`src/core/nsp_pkg.sv`:
```
/*
  Package for the self-program access unit: register offsets, field
  positions, reset values, unlock keys and timing counts.
  Assumes a 250 MHz system clock and an AXI4-Lite register bus.
*/
package nsp_pkg;
  // register byte addresses
  localparam logic [7:0] NSP_DATA_LOW_OFS = 8'h00;
  localparam logic [7:0] NSP_DATA_HIGH_OFS = 8'h04;
  localparam logic [7:0] NSP_ADDR_LOW_OFS = 8'h08;
  localparam logic [7:0] NSP_ADDR_HIGH_OFS = 8'h0C;
  localparam logic [7:0] NSP_CONTROL_OFS = 8'h10;
  localparam logic [7:0] NSP_UNLOCK_OFS = 8'h14;
  localparam logic [7:0] NSP_STATUS_OFS = 8'h18;
  // control field positions
  localparam int NSP_CTL_READ_BIT = 0;
  localparam int NSP_CTL_WRITE_BIT = 1;
  localparam int NSP_CTL_PERMIT_BIT = 2;
  localparam int NSP_CTL_LATCH_BIT = 5;
  localparam int NSP_CTL_CFG_BIT = 6;
  localparam int NSP_CTL_PROG_BIT = 7;
  // reset values and fixed bits
  localparam logic [7:0] NSP_ADDR_RESET = 8'h00;
  localparam logic [7:0] NSP_CTL_RESET = 8'h00;
  localparam logic [7:0] NSP_ADDR_HIGH_ONE = 8'h80;
  localparam logic [5:0] NSP_DATA_HIGH_MASK = 6'h3F;
  // unlock keys
  localparam logic [7:0] NSP_KEY_FIRST = 8'h55;
  localparam logic [7:0] NSP_KEY_SECOND = 8'hAA;
  // geometry
  localparam int NSP_ROW_WORDS = 8;
  localparam logic [2:0] NSP_ROW_LAST = 3'h7;
  // timing: programming time in ns, cycle period in ns
  localparam int NSP_CLK_NS = 4;
  localparam int NSP_PROG_NS = 2000;
  localparam int NSP_PROG_CYCLES = (NSP_PROG_NS + NSP_CLK_NS - 1) / NSP_CLK_NS;
  localparam int NSP_LATCH_CYCLES = 1;
  localparam int NSP_READ_CYCLES = 2;
  // AXI responses
  localparam logic [1:0] NSP_RESP_OKAY = 2'b00;
  localparam logic [1:0] NSP_RESP_SLVERR = 2'b10;
  typedef enum logic [1:0] {
    NSP_IDLE, NSP_READ, NSP_LATCH, NSP_PROG
  } nsp_state_e;
endpackage

```
`src/core/nsp_access.sv`:
```
/*
  Self-program access unit: address, data, control and unlock registers
  on an AXI4-Lite slave, read and unlock-protected row writes of flash.
  Assumes the core stalls while stall_o is high and skips one
  instruction after a write trigger.
*/
// How it works
// [RQ1] low data register: 8-bit read/write, reset content undefined
// [RQ2] high data register holds word bits 13:8; top two bits read zero
// [RQ3] low address register: address bits 7:0, read/write, reset zero
// [RQ4] high address register: bits 14:8 in 6:0, bit 7 reads one
// [RQ5] software loads address, clears config select, sets program select
// [RQ6] write begins only after 55h then AAh to unlock, then write trigger
// [RQ7] after trigger one instruction ignored, core stalls until write done
// [RQ8] latch-only bit set: trigger loads latch; clear: flash programs
// [RQ9] row is eight words; software triggers programming at low bits seven
// [RQ10] software disables interrupts around the unlock sequence
// [RQ11] trigger ignored unless write permit set and unlock just preceded
`timescale 1ns/1ps
module nsp_access #(
  parameter int AW = 6,
  parameter int PROG_CYCLES = nsp_pkg::NSP_PROG_CYCLES
) (
  input wire logic clk_i,
  input wire logic reset_i,
  input wire logic [7:0] s_axi_awaddr_i,
  input wire logic s_axi_awvalid_i,
  output logic s_axi_awready_o,
  input wire logic [31:0] s_axi_wdata_i,
  input wire logic [3:0] s_axi_wstrb_i,
  input wire logic s_axi_wvalid_i,
  output logic s_axi_wready_o,
  output logic [1:0] s_axi_bresp_o,
  output logic s_axi_bvalid_o,
  input wire logic s_axi_bready_i,
  input wire logic [7:0] s_axi_araddr_i,
  input wire logic s_axi_arvalid_i,
  output logic s_axi_arready_o,
  output logic [31:0] s_axi_rdata_o,
  output logic [1:0] s_axi_rresp_o,
  output logic s_axi_rvalid_o,
  input wire logic s_axi_rready_i,
  output logic stall_o,
  output logic skip_o
);
  import nsp_pkg::*;

  logic [7:0] dlo_q, dlo_d;
  logic [5:0] dhi_q, dhi_d;
  logic [7:0] alo_q, alo_d;
  logic [6:0] ahi_q, ahi_d;
  logic [7:0] ctl_q, ctl_d;
  logic [1:0] key_q, key_d;
  nsp_state_e st_q, st_d;
  logic [15:0] cnt_q, cnt_d;
  logic stall_q, stall_d, skip_q, skip_d;
  logic aw_q, aw_d, w_q, w_d, bv_q, bv_d, rv_q, rv_d;
  logic rdy_aw_q, rdy_aw_d, rdy_w_q, rdy_w_d, rdy_ar_q, rdy_ar_d;
  logic [7:0] awa_q, awa_d;
  logic [31:0] wd_q, wd_d, rd_q, rd_d;
  logic [3:0] ws_q, ws_d;
  logic [1:0] br_q, br_d, rr_q, rr_d;
  logic [13:0] mem_word;
  logic st_latch, st_commit;
  logic do_wr, do_rd;
  logic [7:0] wb;
  logic wmap, rmap;
  logic [31:0] rword;

  // flash array with row latch, addressed by the low location bits
  nsp_store #(.AW(AW), .ROW(NSP_ROW_WORDS)) u_store (
    .clk_i(clk_i),
    .reset_i(reset_i),
    .addr_i(alo_q[AW-1:0]),
    .wdata_i({dhi_q, dlo_q}),
    .latch_i(st_latch),
    .commit_i(st_commit),
    .rdata_o(mem_word)
  );

  // bus channel capture and register decode
  always_comb begin
    aw_d = aw_q;
    w_d = w_q;
    awa_d = awa_q;
    wd_d = wd_q;
    ws_d = ws_q;
    bv_d = bv_q;
    br_d = br_q;
    rv_d = rv_q;
    rr_d = rr_q;
    rd_d = rd_q;
    if (s_axi_awvalid_i && !aw_q && !bv_q) begin
      aw_d = 1'b1;
      awa_d = s_axi_awaddr_i;
    end
    if (s_axi_wvalid_i && !w_q && !bv_q) begin
      w_d = 1'b1;
      wd_d = s_axi_wdata_i;
      ws_d = s_axi_wstrb_i;
    end
    do_wr = aw_q && w_q && !bv_q;
    wb = wd_q[7:0];
    wmap = awa_q <= NSP_UNLOCK_OFS && awa_q[1:0] == 2'b00;
    if (do_wr) begin
      aw_d = 1'b0;
      w_d = 1'b0;
      bv_d = 1'b1;
      br_d = wmap ? NSP_RESP_OKAY : NSP_RESP_SLVERR;
    end
    if (bv_q && s_axi_bready_i) bv_d = 1'b0;
    rmap = s_axi_araddr_i <= NSP_STATUS_OFS && s_axi_araddr_i[1:0] == 2'b00;
    case (s_axi_araddr_i)
      NSP_DATA_LOW_OFS: rword = {24'h00_0000, dlo_q}; // [RQ1]
      NSP_DATA_HIGH_OFS: rword = {26'h000_0000, dhi_q}; // [RQ2]
      NSP_ADDR_LOW_OFS: rword = {24'h00_0000, alo_q}; // [RQ3]
      NSP_ADDR_HIGH_OFS: begin
        rword = {24'h00_0000, NSP_ADDR_HIGH_ONE | {1'b0, ahi_q}}; // [RQ4]
      end
      NSP_CONTROL_OFS: rword = {24'h00_0000, ctl_q};
      NSP_STATUS_OFS: rword = {30'h0000_0000, skip_q, stall_q};
      default: rword = 32'h0000_0000;
    endcase
    do_rd = s_axi_arvalid_i && !rv_q;
    if (do_rd) begin
      rv_d = 1'b1;
      rd_d = rword;
      rr_d = rmap ? NSP_RESP_OKAY : NSP_RESP_SLVERR;
    end
    if (rv_q && s_axi_rready_i) rv_d = 1'b0;
    // readies registered from the next channel state
    rdy_aw_d = !aw_d && !bv_d;
    rdy_w_d = !w_d && !bv_d;
    rdy_ar_d = !rv_d;
  end

  // register file, unlock tracking and operation sequencer
  always_comb begin
    dlo_d = dlo_q;
    dhi_d = dhi_q;
    alo_d = alo_q;
    ahi_d = ahi_q;
    ctl_d = ctl_q;
    key_d = key_q;
    st_d = st_q;
    cnt_d = cnt_q;
    stall_d = stall_q;
    skip_d = 1'b0;
    st_latch = 1'b0;
    st_commit = 1'b0;
    if (do_wr && ws_q[0]) begin
      // any bus write with byte lane 0 strobed, other than the expected key, breaks the sequence
      key_d = 2'd0; // [RQ11]
      case (awa_q)
        NSP_DATA_LOW_OFS: dlo_d = wb; // [RQ1]
        NSP_DATA_HIGH_OFS: dhi_d = wb[5:0] & NSP_DATA_HIGH_MASK; // [RQ2]
        NSP_ADDR_LOW_OFS: alo_d = wb; // [RQ3]
        NSP_ADDR_HIGH_OFS: ahi_d = wb[6:0]; // [RQ4]
        NSP_UNLOCK_OFS: begin
          if (key_q == 2'd0 && wb == NSP_KEY_FIRST) key_d = 2'd1; // [RQ6]
          else if (key_q == 2'd1 && wb == NSP_KEY_SECOND) key_d = 2'd2; // [RQ6]
        end
        NSP_CONTROL_OFS: begin
          ctl_d[NSP_CTL_PERMIT_BIT] = wb[NSP_CTL_PERMIT_BIT];
          ctl_d[NSP_CTL_LATCH_BIT] = wb[NSP_CTL_LATCH_BIT];
          ctl_d[NSP_CTL_CFG_BIT] = wb[NSP_CTL_CFG_BIT];
          ctl_d[NSP_CTL_PROG_BIT] = wb[NSP_CTL_PROG_BIT];
          if (st_q == NSP_IDLE && wb[NSP_CTL_READ_BIT]) begin
            ctl_d[NSP_CTL_READ_BIT] = 1'b1; // [RQ5]
            st_d = NSP_READ;
            cnt_d = 16'(NSP_READ_CYCLES);
          end else if (st_q == NSP_IDLE && wb[NSP_CTL_WRITE_BIT] &&
                       wb[NSP_CTL_PERMIT_BIT] && key_q == 2'd2) begin
            ctl_d[NSP_CTL_WRITE_BIT] = 1'b1; // [RQ11]
            stall_d = 1'b1; // [RQ7]
            skip_d = 1'b1; // [RQ7]
            if (wb[NSP_CTL_LATCH_BIT]) begin
              st_d = NSP_LATCH; // [RQ8]
              cnt_d = 16'(NSP_LATCH_CYCLES);
            end else begin
              st_d = NSP_PROG; // [RQ8]
              cnt_d = 16'(PROG_CYCLES);
            end
          end
        end
        default: ;
      endcase
    end
    // sequencer counts down and finishes the operation
    case (st_q)
      NSP_IDLE: ;
      NSP_READ: begin
        cnt_d = cnt_q - 16'd1;
        if (cnt_q == 16'd1) begin
          dlo_d = mem_word[7:0]; // [RQ5]
          dhi_d = mem_word[13:8];
          ctl_d[NSP_CTL_READ_BIT] = 1'b0;
          st_d = NSP_IDLE;
        end
      end
      NSP_LATCH, NSP_PROG: begin
        cnt_d = cnt_q - 16'd1;
        if (cnt_q == 16'd1) begin
          st_latch = 1'b1; // [RQ8]
          st_commit = st_q == NSP_PROG; // [RQ8]
          ctl_d[NSP_CTL_WRITE_BIT] = 1'b0;
          stall_d = 1'b0; // [RQ7]
          st_d = NSP_IDLE;
        end
      end
      default: st_d = NSP_IDLE;
    endcase
  end

  // register all state
  always_ff @(posedge clk_i or posedge reset_i) begin
    if (reset_i) begin
      dlo_q <= 8'h00;
      dhi_q <= 6'h00;
      alo_q <= NSP_ADDR_RESET; // [RQ3]
      ahi_q <= 7'h00; // [RQ4]
      ctl_q <= NSP_CTL_RESET;
      key_q <= 2'd0;
      st_q <= NSP_IDLE;
      cnt_q <= 16'h0000;
      stall_q <= 1'b0;
      skip_q <= 1'b0;
      aw_q <= 1'b0;
      w_q <= 1'b0;
      bv_q <= 1'b0;
      rv_q <= 1'b0;
      rdy_aw_q <= 1'b1;
      rdy_w_q <= 1'b1;
      rdy_ar_q <= 1'b1;
      awa_q <= 8'h00;
      wd_q <= 32'h0000_0000;
      ws_q <= 4'h0;
      rd_q <= 32'h0000_0000;
      br_q <= 2'b00;
      rr_q <= 2'b00;
    end else begin
      dlo_q <= dlo_d;
      dhi_q <= dhi_d;
      alo_q <= alo_d;
      ahi_q <= ahi_d;
      ctl_q <= ctl_d;
      key_q <= key_d;
      st_q <= st_d;
      cnt_q <= cnt_d;
      stall_q <= stall_d;
      skip_q <= skip_d;
      aw_q <= aw_d;
      w_q <= w_d;
      bv_q <= bv_d;
      rv_q <= rv_d;
      rdy_aw_q <= rdy_aw_d;
      rdy_w_q <= rdy_w_d;
      rdy_ar_q <= rdy_ar_d;
      awa_q <= awa_d;
      wd_q <= wd_d;
      ws_q <= ws_d;
      rd_q <= rd_d;
      br_q <= br_d;
      rr_q <= rr_d;
    end
  end

  // outputs straight from flip-flops
  assign s_axi_awready_o = rdy_aw_q;
  assign s_axi_wready_o = rdy_w_q;
  assign s_axi_bvalid_o = bv_q;
  assign s_axi_bresp_o = br_q;
  assign s_axi_arready_o = rdy_ar_q;
  assign s_axi_rvalid_o = rv_q;
  assign s_axi_rdata_o = rd_q;
  assign s_axi_rresp_o = rr_q;
  assign stall_o = stall_q;
  assign skip_o = skip_q;
endmodule

```
`src/core/nsp_store.sv`:
```
/*
  Flip-flop model of the program flash with a row write latch.
  Assumes one clock, asynchronous active-high reset, and requests that
  come only from the self-program access unit.
*/
`timescale 1ns/1ps
module nsp_store #(
  parameter int AW = 6,
  parameter int ROW = 8
) (
  input wire logic clk_i,
  input wire logic reset_i,
  input wire logic [AW-1:0] addr_i,
  input wire logic [13:0] wdata_i,
  input wire logic latch_i,
  input wire logic commit_i,
  output logic [13:0] rdata_o
);
  import nsp_pkg::*;
  localparam int RB = $clog2(ROW);
  logic [13:0] mem_q [2**AW];
  logic [13:0] mem_d [2**AW];
  logic [13:0] latch_q [ROW];
  logic [13:0] latch_d [ROW];
  logic [13:0] rdata_d;
  logic [13:0] rdata_q;

  // next-state of array, latches and read word
  always_comb begin
    mem_d = mem_q;
    latch_d = latch_q;
    rdata_d = mem_q[addr_i];
    if (latch_i) begin
      latch_d[addr_i[RB-1:0]] = wdata_i;
    end
    if (commit_i) begin
      for (int i = 0; i < ROW; i++) begin
        mem_d[{addr_i[AW-1:RB], RB'(i)}] = latch_d[i];
      end
    end
  end

  // register storage
  always_ff @(posedge clk_i or posedge reset_i) begin
    if (reset_i) begin
      for (int i = 0; i < 2**AW; i++) mem_q[i] <= 14'h3FFF;
      for (int i = 0; i < ROW; i++) latch_q[i] <= 14'h3FFF;
      rdata_q <= 14'h0000;
    end else begin
      mem_q <= mem_d;
      latch_q <= latch_d;
      rdata_q <= rdata_d;
    end
  end

  assign rdata_o = rdata_q;
endmodule

```
`config.mk`:
```
export PLATFORM = sky130hd
export DESIGN_NAME = nsp_access
export DESIGN_NICKNAME = d
export VERILOG_FILES = /design/src/core/nsp_pkg.sv /design/src/core/nsp_access.sv /design/src/core/nsp_store.sv
export SDC_FILE = /design/constraint.sdc
export NUM_CORES = 2
export LEC_CHECK = 0
export BUFFER_PORTS_ARGS = -buffer_cell sky130_fd_sc_hd__buf_2
export CAP_MARGIN = 5
export CORE_ASPECT_RATIO = 1.1
export CORE_MARGIN = 10
export CORE_UTILIZATION = 35
export DETAILED_ROUTE_END_ITERATION = 7
export PLACE_DENSITY_LB_ADDON = 0.3
export SYNTH_ARGS = -nofsm -noshare
export SYNTH_HDL_FRONTEND = slang
export SYNTH_SLANG_ARGS = --single-unit
```
`constraint.sdc`:
```
create_clock -name clk_i -period 55.8 [get_ports clk_i]
set_input_delay 13.95 -clock clk_i [delete_from_list [all_inputs] [get_ports clk_i]]
set_output_delay 13.95 -clock clk_i [all_outputs]
set_load 0.02 [all_outputs]
```
# Yosys cells after proc, flatten, opt, wreduce, memory -nomap -nowiden
# Index checks and enable logic that the tools add are counted.
totals:
  regBits: 1139
  inputBits: 59
  word_cells: 288
classes:
  n_addsub: 1
  magnitude_cmp: 21
  n_eq_ne: 18
  n_mux: 89
  bitwise_logic: 10
  reduce_logical: 52
ops:
  columns: ["operator", "n"]
  rows:
  - ["bitwise mux 896 bit", 8]
  - ["demux 14 bit (select 6 bit)", 8]
  - ["2-to-1 mux 14 bit", 11]
  - ["bitwise mux 112 bit", 1]
  - ["2-to-1 mux 112 bit", 1]
  - ["binary-select mux 14 bit (select 6 bit)", 1]
  - ["2-to-1 mux 16 bit", 5]
  - ["greater-or-equal comparator 7 bit, second input constant", 9]
  - ["inverter 6 -> 7 bit", 9]
  - ["less-than comparator 7 x 1 -> 1 bit, second input constant", 8]
  - ["case mux 8 bit (6 select lines)", 1]
  - ["demux 14 bit (select 3 bit)", 1]
  - ["== test 8 x 4 -> 1 bit, second input constant", 4]
  - ["== test 8 x 5 -> 1 bit, second input constant", 4]
  - ["2-to-1 mux 8 bit", 4]
  - ["2-to-1 mux 1 bit", 30]
  - ["logical AND 1 bit", 29]
  - ["2-to-1 mux 2 bit", 13]
  - ["2-to-1 mux 6 bit", 4]
  - ["== test 16 x 1 -> 1 bit, second input constant", 1]
  - ["== test 8 x 3 -> 1 bit, second input constant", 2]
  - ["<= comparator 8 x 5 -> 1 bit, second input constant", 2]
  - ["logical NOT 8 bit", 2]
  - ["subtractor 16 x 1 -> 16 bit, second input constant", 1]
  - ["16 further kinds", 32]

# Depth between registers and ports, before layout
logic_depth:
  ltp_word: 15
  ltp_mapped: 11
  depth_no_buf: 7

# Cells and area by module
# Synthesis repeated with hierarchy kept, for this count alone.
unflattened:
  cells_unflattened: 4405
  hier_area_um2: 49433.7
modules_own_cells:
  columns: ["mod", "n_inst", "cells_per_inst", "area_per_inst_um2"]
  rows:
  - ["nsp_store", 1, 3985, 44958.1]
  - ["nsp_access", 1, 420, 4475.5]

# Least setup slack after synthesis
# Ideal clock, no wire load.
synth_timing:
  kind: "input to register"
  start: "in s_axi_araddr_i[2]"
  end: "reg rd_q[3], in the netlist s_axi_rdata_o[3]"
  setup_time_ns: 0.127
  t_arrival_ns: 14.923
  required_time_ns: 55.673
  setup_slack_ns: 40.750
  cell_stages: 4
  path_buffers: 1
  cell_sequence: "clkbuf_1 mux4_2 nand2_1 o21ai_0"
synth_via:
  elab_chain_cells: 2
  elab_cells_between_ends: 7
synth_lines:
  columns: ["element", "line", "rtl"]
  rows:
  - ["from (decl)", "nsp_access.sv:36", "input wire logic [7:0] s_axi_araddr_i,"]
  - ["== test 8 x 5 -> 1 bit, or another cell as far along", "nsp_access.sv:113", "case (s_axi_araddr_i)"]
  - ["case mux 8 bit (6 select lines) *", "nsp_access.sv:113", null]
  - ["to (signal assigned)", "nsp_access.sv:262", "rd_q <= rd_d;"]
  - ["to (decl)", "nsp_access.sv:60", "logic [31:0] wd_q, wd_d, rd_q, rd_d;"]
# Mark *: on every way between the ends. The rest lies on a longest branch, timed or not.
# A chain may end at the register's enable or synchronous reset.

==> results_dict.tcl <==
set metrics [dict create \
    status "finished clean" \
    p_leak_nw 21.6 \
    synth-main-ff-cell "dfstp_2" \
    drtPass1Iterations 6 \
    die_y_um 417 \
    yosysWarnings 0 \
    cts_resized 0 \
    syn_to_final_growth_pct 11.0 \
    yosysSeqAreaShare 0.581 \
    synth_most_common_cell "dfstp_2" \
    fmax_mhz 60.1 \
    slowest_stage "buf_4" \
    gp_congestion 0.811 \
    cts_root_buffer "clkbuf_16" \
    vias_per_cell 5.54 \
    fin_nets 4598 \
    relSlewSlack 0.148 \
    min_period_over_period 0.298 \
    syn_area_um2 50100 \
    slew_viol_final 0 \
    io_buffer_count 48 \
    path_clk_slew_ns 0.06 \
    synthTopCellsByCount "dfstp_2 (1011), nor2_1 (1009), a21oi_1 (997)" \
    clk_path_buf_depth 3 \
    synth_compound_area_frac 0.160 \
    report.final.setup_viol 0 \
    cp_max_fo 132 \
    synth.largest_area_cell "dfstp_2" \
    whs_ns 0.475 \
    wl_per_cell_um 24.1 \
    rsz0062_at_grt "false" \
    critPathRequiredTime_ns 56.42 \
    placed_cell_area_um2 51900 \
    yosys-top-cells-area "dfstp_2 (53%), a21oi_1 (10%), nor2_1 (7.6%)" \
    worstHoldStart "cnt_q[15]" \
    tns_ns 0 \
    synth_cell_types 74 \
    final_cells 6542 \
    grt_pass1_wl_mm 238 \
    path_buf_inv 5 \
    overflow 0 \
    yosys.area_share.adder 0.000499 \
    fin_ws_ns 39.16 \
    synth_top_family_by_area "compound AO/OA/AOI/OAI gates" \
    post-route-cell-area_um2 55700 \
    drt-total-wl_mm 158 \
    crit_top_cell "buf_4" \
    synth-seq-cells 1113 \
    fin_util 0.391 \
    async_reset_ff_frac 1.00 \
    design.portCount 102 \
    crit_start "reset_i" \
    synth_area_per_cell_um2 10.8 \
    path_delay_family "buffers and inverters" \
    layout-drive-gt1-share 0.346 \
    cts-htree-levels 3 \
    drv_cap 0 \
    synth.mux.area_fraction 0.109 \
    grt_util_all_layers 0.194 \
    synthCells 4640 \
    fp-row-count 145 \
    hold_class "flop to flop" \
    cts_buffers 114 \
    die-width_um 381 \
    fin_skew_ns 0.0334 \
    tightest_slew_ns 1.24 \
    place_hpwl_mm 91.5 \
    synth_edf_count 0 \
    vias 36247 \
    worst_path_largest_cell_delay_ns 0.83 \
    cts_tree "built" \
    yosys.area_share.xor_xnor 0.000175 \
    path_cells "buf_2 -> inv_8 -> buf_4 -> buf_4 -> buf_4" \
    yosysTopAreaCellShare 0.530 \
    drt_iter0_drc 3222 \
    pre_cts_ws_ns 38.30 \
    placedCellCount 6332 \
    worstSetupPathType "primary input to async pin" \
    fillerInstances 13879 \
    endpoint_kind "async pin" \
    antenna_found_initial 3 \
    detail-route-antenna-nets 0 \
    crit_arrival_ns 17.26 \
    synth-simple-area-share 0.102 \
    clock_sinks 1113 \
    coreArea_um2 142000 \
    r2r-start "alo_q[2]" \
    dieArea_um2 159000 \
    cts_setup_buffers 0 \
    ir_worst_vdd_mv 0.0295 \
    fin_total_pwr_mw 1.85 \
    hold_viol_final 0 \
    initial_core_util 0.352 \
    grt_pass1_vias 36058 \
    postCtsHoldBufs 0 \
    startpoint_type "primary input" \
    p_per_area_nw_per_um2 33.2 \
    clk_latency_ns 0.74 \
    finalCriticalPeriod_ns 16.64 \
    drc 0 \
    grt_max_degree 133 \
]
## power by group
group / switching (mW) / internal, mW / total (mW)
clock: 0.329 / 0.447 / 0.776
combinational: 0.137 / 0.0588 / 0.196
sequential: 0.0455 / 0.830 / 0.876
## cells by family (layout without fill, tap and decap cells)
logic type / Yosys count / in the layout
other cells: 1 / 27
mux: 365 / 365
flops: 1113 / 1113
compound gates: 1406 / 1406
buf+inv: 510 / 475
fa+ha+maj: 2 / 2
xor+xnor: 1 / 1
simple gates: 1242 / 1242
## final timing paths
check                                     end  slack [ns]  depth (start not counted)
setup / recovery                     alo_q[0]       39.16                          5
hold / removal                      cnt_q[15]        0.47                          1
setup reg to reg           u_store.mem_q[709]       50.69                          8
hold reg to reg                     cnt_q[15]        0.47                          1
max in group clk_i            s_axi_awready_o       40.45                          1
min in group asynchronous  u_store.mem_q[450]       13.87                          2
## final cells by class
cell class / count / area [um2] / share of cell area
Tap cell: 1911 / 2390 / 0.0430
Sequential cell: 1113 / 29100 / 0.523
Clock inverter: 31 / 364 / 0.00654
Inverter: 121 / 462 / 0.00829
Clock buffer: 178 / 3410 / 0.0613
Antenna cell: 1 / 2.50 / 0.0000450
Timing Repair Buffer: 145 / 1010 / 0.0181
Multi-Input combinational cell: 3042 / 18900 / 0.339
## layer usage
metal	wire (um)	up-vias	global-route usage
li1	-	15948	-
met1	67600	18738	0.257
met2	74400	1291	0.316
met3	10200	270	0.0316
met4	5770	0	0.0743
met5	0	-	0
## flip-flops by register name (all words and copies together), names as in the netlist, 2 cells and up
name / cells
u_store.mem_q: 896
u_store.latch_q: 112
cnt_q: 16
u_store.rdata_o: 14
alo_q: 8
awa_q: 8
dlo_q: 8
s_axi_rdata_o: 8
wd_q: 8
ahi_q: 7
ctl_q: 6
dhi_q: 6
key_q: 2
st_q: 2
## cell usage in the layout (no fill, tap or decap), drive strengths merged, types with 5 or more instances in the layout
cell type | netlist | final
a211oi | 15 | 15
a21oi | 1007 | 1007
a221o | 12 | 12
a221oi | 106 | 106
a22o | 13 | 13
a22oi | 62 | 62
a31oi | 10 | 10
and2 | 10 | 10
and3 | 18 | 18
and4 | 5 | 5
buf | 243 | 145
bufinv | 0 | 6
clkbuf | 146 | 178
clkinv | 0 | 19
conb | 1 | 26
dfrtp | 102 | 102
dfstp | 1011 | 1011
inv | 121 | 126
mux2 | 62 | 62
mux2i | 234 | 234
mux4 | 69 | 69
nand2 | 84 | 84
nand2b | 7 | 7
nand3 | 23 | 23
nand4 | 9 | 9
nor2 | 1009 | 1009
nor2b | 16 | 16
nor3 | 27 | 27
nor4 | 5 | 5
o2111ai | 5 | 5
o211ai | 8 | 8
o21ai | 101 | 101
o221ai | 13 | 13
o22ai | 24 | 24
or2 | 6 | 6
or4 | 5 | 5
Power figures use the tool's default switching activity.
